### config.mk
export PLATFORM = sky130hd
export DESIGN_NAME = ssp_port
export DESIGN_NICKNAME = d
export VERILOG_FILES = /design/src/hdl/ssp_pkg.sv /design/src/hdl/ssp_clk_gen.sv /design/src/hdl/ssp_shifter.sv /design/src/hdl/ssp_port.sv
export SDC_FILE = /design/constraint.sdc
export NUM_CORES = 1
export LEC_CHECK = 0
export BUFFER_PORTS_ARGS = -buffer_cell sky130_fd_sc_hd__buf_2
export CAP_MARGIN = 20
export CORE_ASPECT_RATIO = 0.9
export CORE_MARGIN = 2
export CORE_UTILIZATION = 40
export CTS_BUF_LIST = sky130_fd_sc_hd__clkbuf_4 sky130_fd_sc_hd__clkbuf_8
export DETAILED_ROUTE_END_ITERATION = 8
export PLACE_DENSITY = 0.65
export SYNTH_ARGS = -nofsm -noshare
export SYNTH_HDL_FRONTEND = slang
export SYNTH_SLANG_ARGS = --single-unit
### constraint.sdc
create_clock -name clk -period 5.11 [get_ports clk]
set_clock_uncertainty 0.2 [all_clocks]
set_input_delay 0.2555 -clock clk [delete_from_list [all_inputs] [get_ports clk]]
set_output_delay 0.2555 -clock clk [all_outputs]
set_load 0.01 [all_outputs]
### src/hdl/ssp_pkg.sv
package ssp_pkg;

  // ****************************************
  // register map
  // ****************************************
  localparam logic [7:0] OFF_CTRL = 8'h00;
  localparam logic [7:0] OFF_STAT = 8'h01;
  localparam logic [7:0] OFF_DATA = 8'h02;

  localparam logic [7:0] CTRL_RESET = 8'h00;
  localparam logic [7:0] DATA_RESET = 8'h00;

  // ****************************************
  // field layouts
  // ****************************************
  typedef struct packed {
    logic       port_enable_bit;
    logic       controller_select;
    logic       clk_polarity;
    logic       clk_phase;
    logic       select_pin_disable;
    logic       low_bit_first;
    logic [1:0] clock_rate_select;
  } ssp_ctrl_t;

  typedef struct packed {
    logic       transfer_done_flag;
    logic       write_collision_flag;
    logic       mode_fault_flag;
    logic       rx_overrun_flag;
    logic       receive_full_flag;
    logic       transfer_busy_flag;
    logic [1:0] unused;
  } ssp_stat_t;

  localparam ssp_stat_t STAT_RESET = '{default: 1'b0};

  typedef struct packed {
    logic sck_o;
    logic sck_oe;
    logic mosi_o;
    logic mosi_oe;
    logic miso_o;
    logic miso_oe;
  } ssp_pin_t;

  localparam ssp_pin_t PIN_RESET = '{default: 1'b0};

  // ****************************************
  // timing and byte framing
  // ****************************************
  localparam int         BYTE_BITS     = 8;
  localparam logic [3:0] LAST_EDGE_IDX = 4'hf;
  localparam logic [2:0] LAST_BIT_IDX  = 3'h7;
  localparam logic [3:0] DIV_ONE       = 4'h1;

  typedef enum logic [1:0] {
    SSP_IDLE = 2'b01,
    SSP_RUN  = 2'b10
  } ssp_state_t;

endpackage : ssp_pkg

### src/hdl/ssp_clk_gen.sv
`timescale 1ns/1ps
`default_nettype none

// ****************************************
// half-period tick for the master clock
// ****************************************
module ssp_clk_gen (
  // clock and reset
  input  wire logic       clk,
  input  wire logic       rst_n,
  input  wire logic       ce,
  // control
  input  wire logic       run,
  input  wire logic [1:0] rate,
  // tick out
  output var  logic       tick
);

  logic [3:0] cnt_r;
  logic [3:0] lim;

  // half period of 1, 2, 4 or 8 clocks gives sck at clk/2 .. clk/16
  assign lim = 4'((ssp_pkg::DIV_ONE << rate) - ssp_pkg::DIV_ONE);

  always_ff @(posedge clk) begin
    if (!rst_n) begin
      cnt_r <= 4'h0;
      tick  <= 1'b0;
    end else if (ce) begin
      if (!run) begin
        cnt_r <= 4'h0;
        tick  <= 1'b0;
      end else if (cnt_r == lim) begin
        cnt_r <= 4'h0;
        tick  <= 1'b1;
      end else begin
        cnt_r <= 4'(cnt_r + 4'h1);
        tick  <= 1'b0;
      end
    end
  end
endmodule : ssp_clk_gen

`default_nettype wire

### src/hdl/ssp_shifter.sv
`timescale 1ns/1ps
`default_nettype none

// ****************************************
// eight-bit shift register, either end first
// ****************************************
module ssp_shifter (
  // clock and reset
  input  wire logic       clk,
  input  wire logic       rst_n,
  input  wire logic       ce,
  // control
  input  wire logic       load,
  input  wire logic [7:0] din,
  input  wire logic       shift,
  input  wire logic       sin,
  input  wire logic       lsb_first,
  // state
  output var  logic [7:0] data,
  output var  logic       head
);

  always_ff @(posedge clk) begin
    if (!rst_n) begin
      data <= ssp_pkg::DATA_RESET;
    end else if (ce) begin
      if (load) begin
        data <= din;
      end else if (shift) begin
        data <= lsb_first ? {sin, data[7:1]} : {data[6:0], sin};
      end
    end
  end

  assign head = lsb_first ? data[0] : data[7];
endmodule : ssp_shifter

`default_nettype wire

### src/hdl/ssp_port.sv
`timescale 1ns/1ps
`default_nettype none

// What this block does
// full duplex: shift out and in together
// serial clock at most system clock over two
// master drives sck, mosi; miso is input
// slave drives miso; sck, mosi are inputs
// bit order selects msb or lsb first
// selected-off slave ignores sck and mosi
// select-pin disable ignores ss entirely
// enabled-select slave shifts only while ss low
// master sees ss low: set mode fault
// controller select plus data write starts transfer
// idle write loads shifter, shifts both ways
// end: done flag, buffer copy, full flag
// software reads data before next byte ends
// busy from start to eighth period end; as slave, busy follows ss, or the enable when ss is ignored
// master selects one slave at a time
// multi-master buses keep ss enabled
// rate field divides by 2,4,8,16 master only
// polarity sets idle level, phase sample edge
// write while busy dropped, sets collision flag
// mode fault clears enable and controller select
// eight bits per transfer, one per period
module ssp_port (
  // clock, reset, enable
  input  wire logic              clk,
  input  wire logic              rst_n,
  input  wire logic              ce,
  // register port
  input  wire logic [7:0]        addr,
  input  wire logic [7:0]        wdata,
  input  wire logic              wr,
  input  wire logic              rd,
  output var  logic [7:0]        rdata,
  // serial pins
  input  wire logic              sck_i,
  input  wire logic              mosi_i,
  input  wire logic              miso_i,
  input  wire logic              ss_n,
  output var  ssp_pkg::ssp_pin_t pins
);

  // ****************************************
  // registers and mode decode
  // ****************************************
  ssp_pkg::ssp_ctrl_t  serial_control_reg;
  ssp_pkg::ssp_stat_t  serial_status_reg;
  ssp_pkg::ssp_state_t st_r;
  ssp_pkg::ssp_state_t st_nxt;
  logic [7:0]          rx_buf_r;
  logic [3:0]          edge_cnt_r;
  logic [2:0]          bit_cnt_r;
  logic                sck_r;
  logic                out_r;
  logic                sck_prev_r;
  logic                tick;
  logic                head;
  logic [7:0]          sr_data;

  logic master_on;
  logic slave_on;
  logic slave_act;
  logic fault;
  logic wr_data;
  logic wr_ctrl;
  logic wr_stat;
  logic rd_data;
  logic busy_w;
  logic start;
  logic collide;
  logic edge_ev;
  logic first_edge;
  logic sample_ev;
  logic shift_ev;
  logic done;
  logic wdata_head;
  logic sck_nxt;
  logic out_nxt;

  assign master_on = serial_control_reg.port_enable_bit && serial_control_reg.controller_select;
  assign slave_on  = serial_control_reg.port_enable_bit && !serial_control_reg.controller_select;
  assign slave_act = slave_on && (serial_control_reg.select_pin_disable || !ss_n);
  assign fault     = master_on && !serial_control_reg.select_pin_disable && !ss_n;

  assign wr_data = ce && wr && addr == ssp_pkg::OFF_DATA;
  assign wr_ctrl = ce && wr && addr == ssp_pkg::OFF_CTRL;
  assign wr_stat = ce && wr && addr == ssp_pkg::OFF_STAT;
  assign rd_data = ce && rd && addr == ssp_pkg::OFF_DATA;

  // slave busy follows ss, or the enable when ss is ignored
  assign busy_w  = master_on ? (st_r == ssp_pkg::SSP_RUN)
                 : slave_on && (serial_control_reg.select_pin_disable || !ss_n);
  assign start   = wr_data && !busy_w && (master_on || slave_on) && !fault;
  assign collide = wr_data && busy_w;

  assign wdata_head = serial_control_reg.low_bit_first ? wdata[0] : wdata[7];

  // ****************************************
  // edge events, master and slave
  // ****************************************
  // master edges come from the divider; slave edges from the sampled pin
  assign edge_ev    = master_on ? (tick && st_r == ssp_pkg::SSP_RUN)
                    : slave_act && (sck_i != sck_prev_r);
  assign first_edge = master_on ? !edge_cnt_r[0] : (sck_prev_r == serial_control_reg.clk_polarity);
  assign sample_ev  = edge_ev && (first_edge ^ serial_control_reg.clk_phase);
  assign shift_ev   = edge_ev && !(first_edge ^ serial_control_reg.clk_phase);
  assign done       = master_on ? (edge_ev && edge_cnt_r == ssp_pkg::LAST_EDGE_IDX)
                    : (sample_ev && bit_cnt_r == ssp_pkg::LAST_BIT_IDX);
  // pins take the next value so the pin edge and the miso sample share a clock
  assign sck_nxt    = (st_r != ssp_pkg::SSP_RUN) ? serial_control_reg.clk_polarity
                    : (sck_r ^ edge_ev);
  assign out_nxt    = start ? wdata_head : (shift_ev ? head : out_r);

  ssp_clk_gen u_clk_gen (
    .clk   (clk),
    .rst_n (rst_n),
    .ce    (ce),
    .run   (st_r == ssp_pkg::SSP_RUN),
    .rate  (serial_control_reg.clock_rate_select),
    .tick  (tick)
  );

  // in from miso as master, from mosi as slave
  ssp_shifter u_shifter (
    .clk   (clk),
    .rst_n (rst_n),
    .ce    (ce),
    .load  (start),
    .din   (wdata),
    .shift (sample_ev),
    .sin   (master_on ? miso_i : mosi_i),
    .lsb_first (serial_control_reg.low_bit_first),
    .data  (sr_data),
    .head  (head)
  );

  // ****************************************
  // master sequencer
  // ****************************************
  always_comb begin
    st_nxt = st_r;
    unique case (st_r)
      ssp_pkg::SSP_IDLE: begin
        if (start && master_on) begin
          st_nxt = ssp_pkg::SSP_RUN;
        end
      end
      ssp_pkg::SSP_RUN: begin
        if (done || !master_on || fault) begin
          st_nxt = ssp_pkg::SSP_IDLE;
        end
      end
      default: st_nxt = ssp_pkg::SSP_IDLE;
    endcase
  end

  always_ff @(posedge clk) begin
    if (!rst_n) begin
      st_r <= ssp_pkg::SSP_IDLE;
    end else if (ce) begin
      st_r <= st_nxt;
    end
  end

  always_ff @(posedge clk) begin
    if (!rst_n) begin
      edge_cnt_r <= 4'h0;
      sck_r      <= 1'b0;
    end else if (ce) begin
      sck_r <= sck_nxt;
      if (st_r != ssp_pkg::SSP_RUN) begin
        edge_cnt_r <= 4'h0;
      end else if (edge_ev) begin
        edge_cnt_r <= 4'(edge_cnt_r + 4'h1);
      end
    end
  end

  // ****************************************
  // slave bit count and data out
  // ****************************************
  always_ff @(posedge clk) begin
    if (!rst_n) begin
      bit_cnt_r  <= 3'h0;
      sck_prev_r <= 1'b0;
    end else if (ce) begin
      sck_prev_r <= sck_i;
      if (!slave_act) begin
        bit_cnt_r <= 3'h0;
      end else if (sample_ev) begin
        bit_cnt_r <= 3'(bit_cnt_r + 3'h1);
      end
    end
  end

  // both phases show the first bit at load; phase 1 drives it again on the first edge
  always_ff @(posedge clk) begin
    if (!rst_n) begin
      out_r <= 1'b0;
    end else if (ce) begin
      out_r <= out_nxt;
    end
  end

  // ****************************************
  // control register
  // ****************************************
  always_ff @(posedge clk) begin
    if (!rst_n) begin
      serial_control_reg <= ssp_pkg::CTRL_RESET;
    end else if (ce) begin
      if (wr_ctrl) begin
        serial_control_reg <= wdata;
      end
      if (fault) begin
        serial_control_reg.port_enable_bit   <= 1'b0;
        serial_control_reg.controller_select <= 1'b0;
      end
    end
  end

  // ****************************************
  // status flags: write 0 clears, hardware set wins
  // ****************************************
  always_ff @(posedge clk) begin
    if (!rst_n) begin
      serial_status_reg <= ssp_pkg::STAT_RESET;
    end else if (ce) begin
      if (wr_stat) begin
        if (!wdata[7]) serial_status_reg.transfer_done_flag   <= 1'b0;
        if (!wdata[6]) serial_status_reg.write_collision_flag <= 1'b0;
        if (!wdata[5]) serial_status_reg.mode_fault_flag      <= 1'b0;
        if (!wdata[4]) serial_status_reg.rx_overrun_flag      <= 1'b0;
        if (!wdata[3]) serial_status_reg.receive_full_flag    <= 1'b0;
      end
      if (rd_data) begin
        serial_status_reg.receive_full_flag <= 1'b0;
        serial_status_reg.rx_overrun_flag   <= 1'b0;
      end
      if (start) begin
        serial_status_reg.write_collision_flag <= 1'b0;
      end
      if (collide) begin
        serial_status_reg.write_collision_flag <= 1'b1;
      end
      if (fault) begin
        serial_status_reg.mode_fault_flag <= 1'b1;
      end
      if (done) begin
        serial_status_reg.transfer_done_flag <= 1'b1;
        serial_status_reg.receive_full_flag  <= 1'b1;
        if (serial_status_reg.receive_full_flag) begin
          serial_status_reg.rx_overrun_flag <= 1'b1;
        end
      end
      serial_status_reg.transfer_busy_flag <= master_on ? (st_nxt == ssp_pkg::SSP_RUN) : busy_w;
    end
  end

  // slave keeps the older byte when the buffer is still full
  always_ff @(posedge clk) begin
    if (!rst_n) begin
      rx_buf_r <= ssp_pkg::DATA_RESET;
    end else if (ce && done && (master_on || !serial_status_reg.receive_full_flag)) begin
      // phase 0 master ends on a shift edge: the byte is already complete
      rx_buf_r <= sample_ev ? with_last_bit(sr_data) : sr_data;
    end
  end

  function automatic logic [7:0] with_last_bit(input logic [7:0] d);
    with_last_bit = serial_control_reg.low_bit_first
                  ? {sample_in(), d[7:1]} : {d[6:0], sample_in()};
  endfunction : with_last_bit

  function automatic logic sample_in();
    sample_in = master_on ? miso_i : mosi_i;
  endfunction : sample_in

  // ****************************************
  // read port and pins
  // ****************************************
  always_ff @(posedge clk) begin
    if (!rst_n) begin
      rdata <= 8'h00;
    end else if (ce) begin
      rdata <= 8'h00;
      if (rd) begin
        unique case (addr)
          ssp_pkg::OFF_CTRL: rdata <= serial_control_reg;
          ssp_pkg::OFF_STAT: rdata <= serial_status_reg;
          ssp_pkg::OFF_DATA: rdata <= rx_buf_r;
          default:           rdata <= 8'h00;
        endcase
      end
    end
  end

  always_ff @(posedge clk) begin
    if (!rst_n) begin
      pins <= ssp_pkg::PIN_RESET;
    end else if (ce) begin
      pins.sck_o   <= master_on ? sck_nxt : serial_control_reg.clk_polarity;
      pins.sck_oe  <= master_on;
      pins.mosi_o  <= out_nxt;
      pins.mosi_oe <= master_on;
      pins.miso_o  <= out_nxt;
      pins.miso_oe <= slave_act;
    end
  end
endmodule : ssp_port

`default_nettype wire

# == Word-level counts from Yosys, hierarchy flattened ==
# Index checks and enable logic that the tools add are counted.
# classes
bitwise_logic,2
reduce_logical,55
n_mux,43
eq_ne,16
n_shift,1
addsub,4
# op_table
op,n
$mux 8,5
$logic_and 1x1->1,24
$mux 1,24
$pmux 8 s3,1
$mux 4,4
$reduce_and 3->1,4
$mux 2,5
$reduce_and 2->1,5
$reduce_bool 2->1,5
$logic_not 1->1,9
$add 4x1->4 const B,2
$eq 8x1->1 const B,1
$eq 8x2->1 const B,1
$logic_not 8->1,1
$mux 3,2
$ne 2x1->1 const B,3
$ne 3x1->1 const B,2
$reduce_bool 3->1,2
$logic_or 1x1->1,5
$mux 5,1
$eq 2x2->1 const B,2
$eq 4x4->1,1
$eq 4x4->1 const B,1
$pmux 2 s2,1
other kinds (9),10
# totals
input_bits,25
out_inout_bits,14
regBits,58

# == Longest topological paths before layout ==
# logic_depth
ltp_word,14
depth_mapped,10
mapped_depth_nobuf,7

# == Hierarchy ==
# A second synthesis with hierarchy kept.
# hier_totals
hier_cells,367
hier_area_um2,3304.4
# by_module_without_submodules
mod,area_each_um2,instances,cells_per_inst,seq_area_each_um2
ssp_port,2511.2,1,288,900.9
ssp_shifter,471.7,1,41,160.2
ssp_clk_gen,321.6,1,38,100.1

# == Worst setup path before layout ==
# Ideal clock, no wire load.
# synth_path
kind,input-to-reg
from,input addr[5]
to,register u_shifter.data[7]
path_slack_ns,2.526
t_arrival_ns,2.297
stages,5
n_path_buf,0
cell_sequence,or4_4 > or4b_4 > or4_4 > a21o_1 > a221oi_2
# synth_between
elab_chain_len,6
# synth_rtl
item,line_no,rtl
"start, declared",ssp_port.sv:32,"input wire logic [7:0] addr,"
$eq 8x2->1,ssp_port.sv:87,assign wr_data = ce && wr && addr == ssp_pkg::OFF_DATA;
$logic_and 1x1->1,ssp_port.sv:87,
$logic_and 1x1->1 (3 in a row),ssp_port.sv:95,assign start = wr_data && !busy_w && (master_on || slave_on) && !fault;
$mux 8,ssp_shifter.sv:27,if (load) begin
"end signal, assigned",ssp_shifter.sv:25,data <= ssp_pkg::DATA_RESET;
"end signal, assigned",ssp_shifter.sv:28,data <= din;
"end signal, assigned",ssp_shifter.sv:30,"data <= lsb_first ? {sin, data[7:1]} : {data[6:0], sin};"
"end, declared",ssp_shifter.sv:19,"output var logic [7:0] data,"
# No other way between the ends.
# A chain may end at the register's enable or synchronous reset.

# == Worst setup path in the final report ==
# layout_path
from,input ce
to,register u_shifter.data[0]
# layout_between
elab_chain_len,6
# layout_rtl
item,line_no,rtl
"start, declared",ssp_port.sv:30,"input wire logic ce,"
$logic_and 1x1->1 (2 in a row),ssp_port.sv:87,
$logic_and 1x1->1 (3 in a row),ssp_port.sv:95,
$mux 8,ssp_shifter.sv:27,
# Parallel ways exist; a longest one is shown, timed or not.

==> metrics.yaml <==
outcome: "completed"
worstHoldStart: "sck_i"
synth_flop_cell: "dfxtp_1"
syn_area_per_cell_um2: 8.19
globalplace.congestion: 0.840
multi_input_area_um2: 1830
ys_seq_area_frac: 0.369
grt_pass1_vias: 2792
via_per_inst: 5.87
r2r_start: "st_r[0]"
h-tree-depth: 3
tightest_slew_ps: 734
synth_edf_count: 0
r2r-end: "rx_buf_r[3]"
cts.clk_slew.worst_paths_ps: 60
diodes: 0
hold_violations: 0
cts_tree: "done"
fin_hold_ws_ps: 11.1
wirelength_um: 8640
dpl.hpwl_um: 5970
clkSinkCount: 58
rrSetupSlack_ps: 2350
tns_ps: 0
drv_slew: 0
port_buffers: 38
clockBufferDepth: 2
cp-start-kind: "input pin"
start_util: 0.415
min_period_ps: 2820
pin_count: 39
syn_inst: 384
synthArstFlopShare: 0
grt_pass1_wl_um: 13900
die-area_um2: 8590
synth_seq_cells: 58
die_y_um: 88.1
area_delta_synth_final_pct: 15.1
worstPathArrival_ps: 2850
dr.pass1.iters: 4
powerDensity_nw_per_um2: 259
maxCapViolCount: 0
cts_buffers: 9
core-area_um2: 7580
peakVddDrop_mv: 0.130
grt_antenna_before_repair: 0
reg2reg_depth: 7
layout-drive-gt1-share: 0.177
min_path_type: "in2reg"
cp-end-kind: "register"
grtUsageTotal: 0.205
required_ps: 5140
grt_max_degree: 36
cts_resized: 0
min_path_cells: 3
clk_latency_ps: 340
first_iter_violations: 244
path_class: "in2reg"
fin_area_um2: 3620
fin_crit_sh: 0.552
num_vias: 3009
synth_fp_nets: 415
hold_path_end: "sck_prev_r"
fmax_mhz: 354
fp-row-count: 30
grt-ovfl-total: 0
leakagePower_nw: 1.32
netlist_area_um2: 3150
clock-root-buffer: "clkbuf_8"
synth_warnings: 0
setup-violations-final: 0
drc: 0
maxSlewHeadroom: 0.509
wl_per_cell_um: 16.8
rsz0062_at_grt: "false"
synth_cell_types: 55
ff_latch_area_um2: 1160
ant_nets: 0
final.fill_count: 768
cp_max_fo: 30
fin_nets: 443
dpl-instance-area_um2: 3350
die_w_um: 97.5
cell type report:
type,instances,share of cell area
multi-input cells,286,0.505
flip-flops and latches,58,0.321
repair buffers,47,0.0754
clock buffers,11,0.0401
well taps,96,0.0332
clock inverters,5,0.0149
inverters,10,0.0104
metrics by stage:
stage                     setup WS, ps  cells  total power [W]  utilization
after floorplan                   2530    384         0.000492            -
after CTS                         2020    512         0.000946        0.476
final                             2290    513         0.000936        0.477
after global placement            2020    490         0.000513        0.442
after detailed placement          1970    490         0.000514        0.442
after global routing              2190    513         0.000971        0.477
metal layers:
layer	vias up	routed length, um	GRT usage
li1	1456	-	-
met1	1429	4160	0.281
met2	112	3750	0.321
met3	12	605	0.0527
met4	0	127	0.0644
met5	-	0	0
critical path, cell delays in order:
cell and delay (ps):
buf_2 490, or3b_2 540, or4b_4 520, or4_4 590, a21o_1 210, a221oi_1 240
cells in the final DEF (no fill, tap or decap), types with 4 or more instances in the layout:
master         instances
nand3_1               17
and2_1                 8
dlygate4sd3_1          6
mux2_2                 7
o22ai_1               11
a21oi_1               37
nand4_1                9
a2bb2oi_1              4
buf_2                 38
mux2i_1               22
ha_1                   6
clkbuf_8              10
nor3_1                 5
nor2_1                25
o2bb2ai_1              5
inv_1                  8
o21ai_0               17
dfxtp_1               58
nor2b_1                4
o211ai_1               9
nand2_1               48
cells by family (layout without fill, tap and decap cells):
family | after synthesis | count (layout) | synth area share
AND/OR/NAND/NOR | 137 | 137 | 0.217
AO/OA/AOI/OAI | 110 | 110 | 0.228
flip-flops | 58 | 58 | 0.369
buffers and inverters | 40 | 73 | 0.0513
multiplexers | 29 | 29 | 0.0951
adder cells (fa/ha/maj) | 6 | 6 | 0.0239
XOR/XNOR | 4 | 4 | 0.0155
worst max path at each step:
stage / from / slack, ps / to / depth (start not counted)
5_1_grt: ce / 2190 / u_shifter.data[0] / 6
6_report: ce / 2290 / u_shifter.data[0] / 6
4_1_cts: st_r[0] / 2020 / rx_buf_r[5] / 7
2_1_floorplan: addr[5] / 2530 / u_shifter.data[7] / 5
3_3_place_gp: ce / 2020 / u_shifter.data[7] / 6
3_5_place_dp: ce / 1970 / u_shifter.data[0] / 6
Yosys cell counts (3+ instances only):
cell type / instances / area share
o211ai_1: 9 / 0.021
nand2_1: 48 / 0.057
nor2b_1: 4 / 0.0080
clkbuf_1: 24 / 0.029
nor3_1: 5 / 0.0080
mux2i_1: 22 / 0.070
dfxtp_1: 58 / 0.37
o22ai_1: 11 / 0.022
a2bb2oi_1: 4 / 0.011
buf_1: 3 / 0.0036
and2_1: 8 / 0.016
a2111oi_0: 3 / 0.0084
a21boi_0: 3 / 0.0072
nand3b_1: 3 / 0.0072
inv_1: 8 / 0.0095
nand3_1: 17 / 0.027
nor2_1: 25 / 0.030
o2bb2ai_1: 5 / 0.014
a22oi_1: 3 / 0.0072
o21ai_0: 17 / 0.027
a31oi_1: 3 / 0.0060
and3_1: 3 / 0.0060
nand4_1: 9 / 0.018
ha_1: 6 / 0.024
a21oi_1: 37 / 0.059
buf_4: 3 / 0.0072
mux2_2: 7 / 0.025
where the power goes:
| group | switching [W] | internal [W] |
|---|---|---|
| Combinational | 0.0000354 | 0.0000182 |
| Sequential | 0.00000106 | 0.000453 |
| Clock | 0.000187 | 0.000242 |
| Total | 0.000223 | 0.000713 |
timing repair:
| action | 4_1_cts | 5_1_grt |
|---|---|---|
| setup endpoints to repair | 0 | 0 |
| hold buffers | 6 | 0 |
| hold endpoints to repair | 6 | 0 |
| buffers inserted | 0 | 0 |
(Power assumes the default switching activity.)
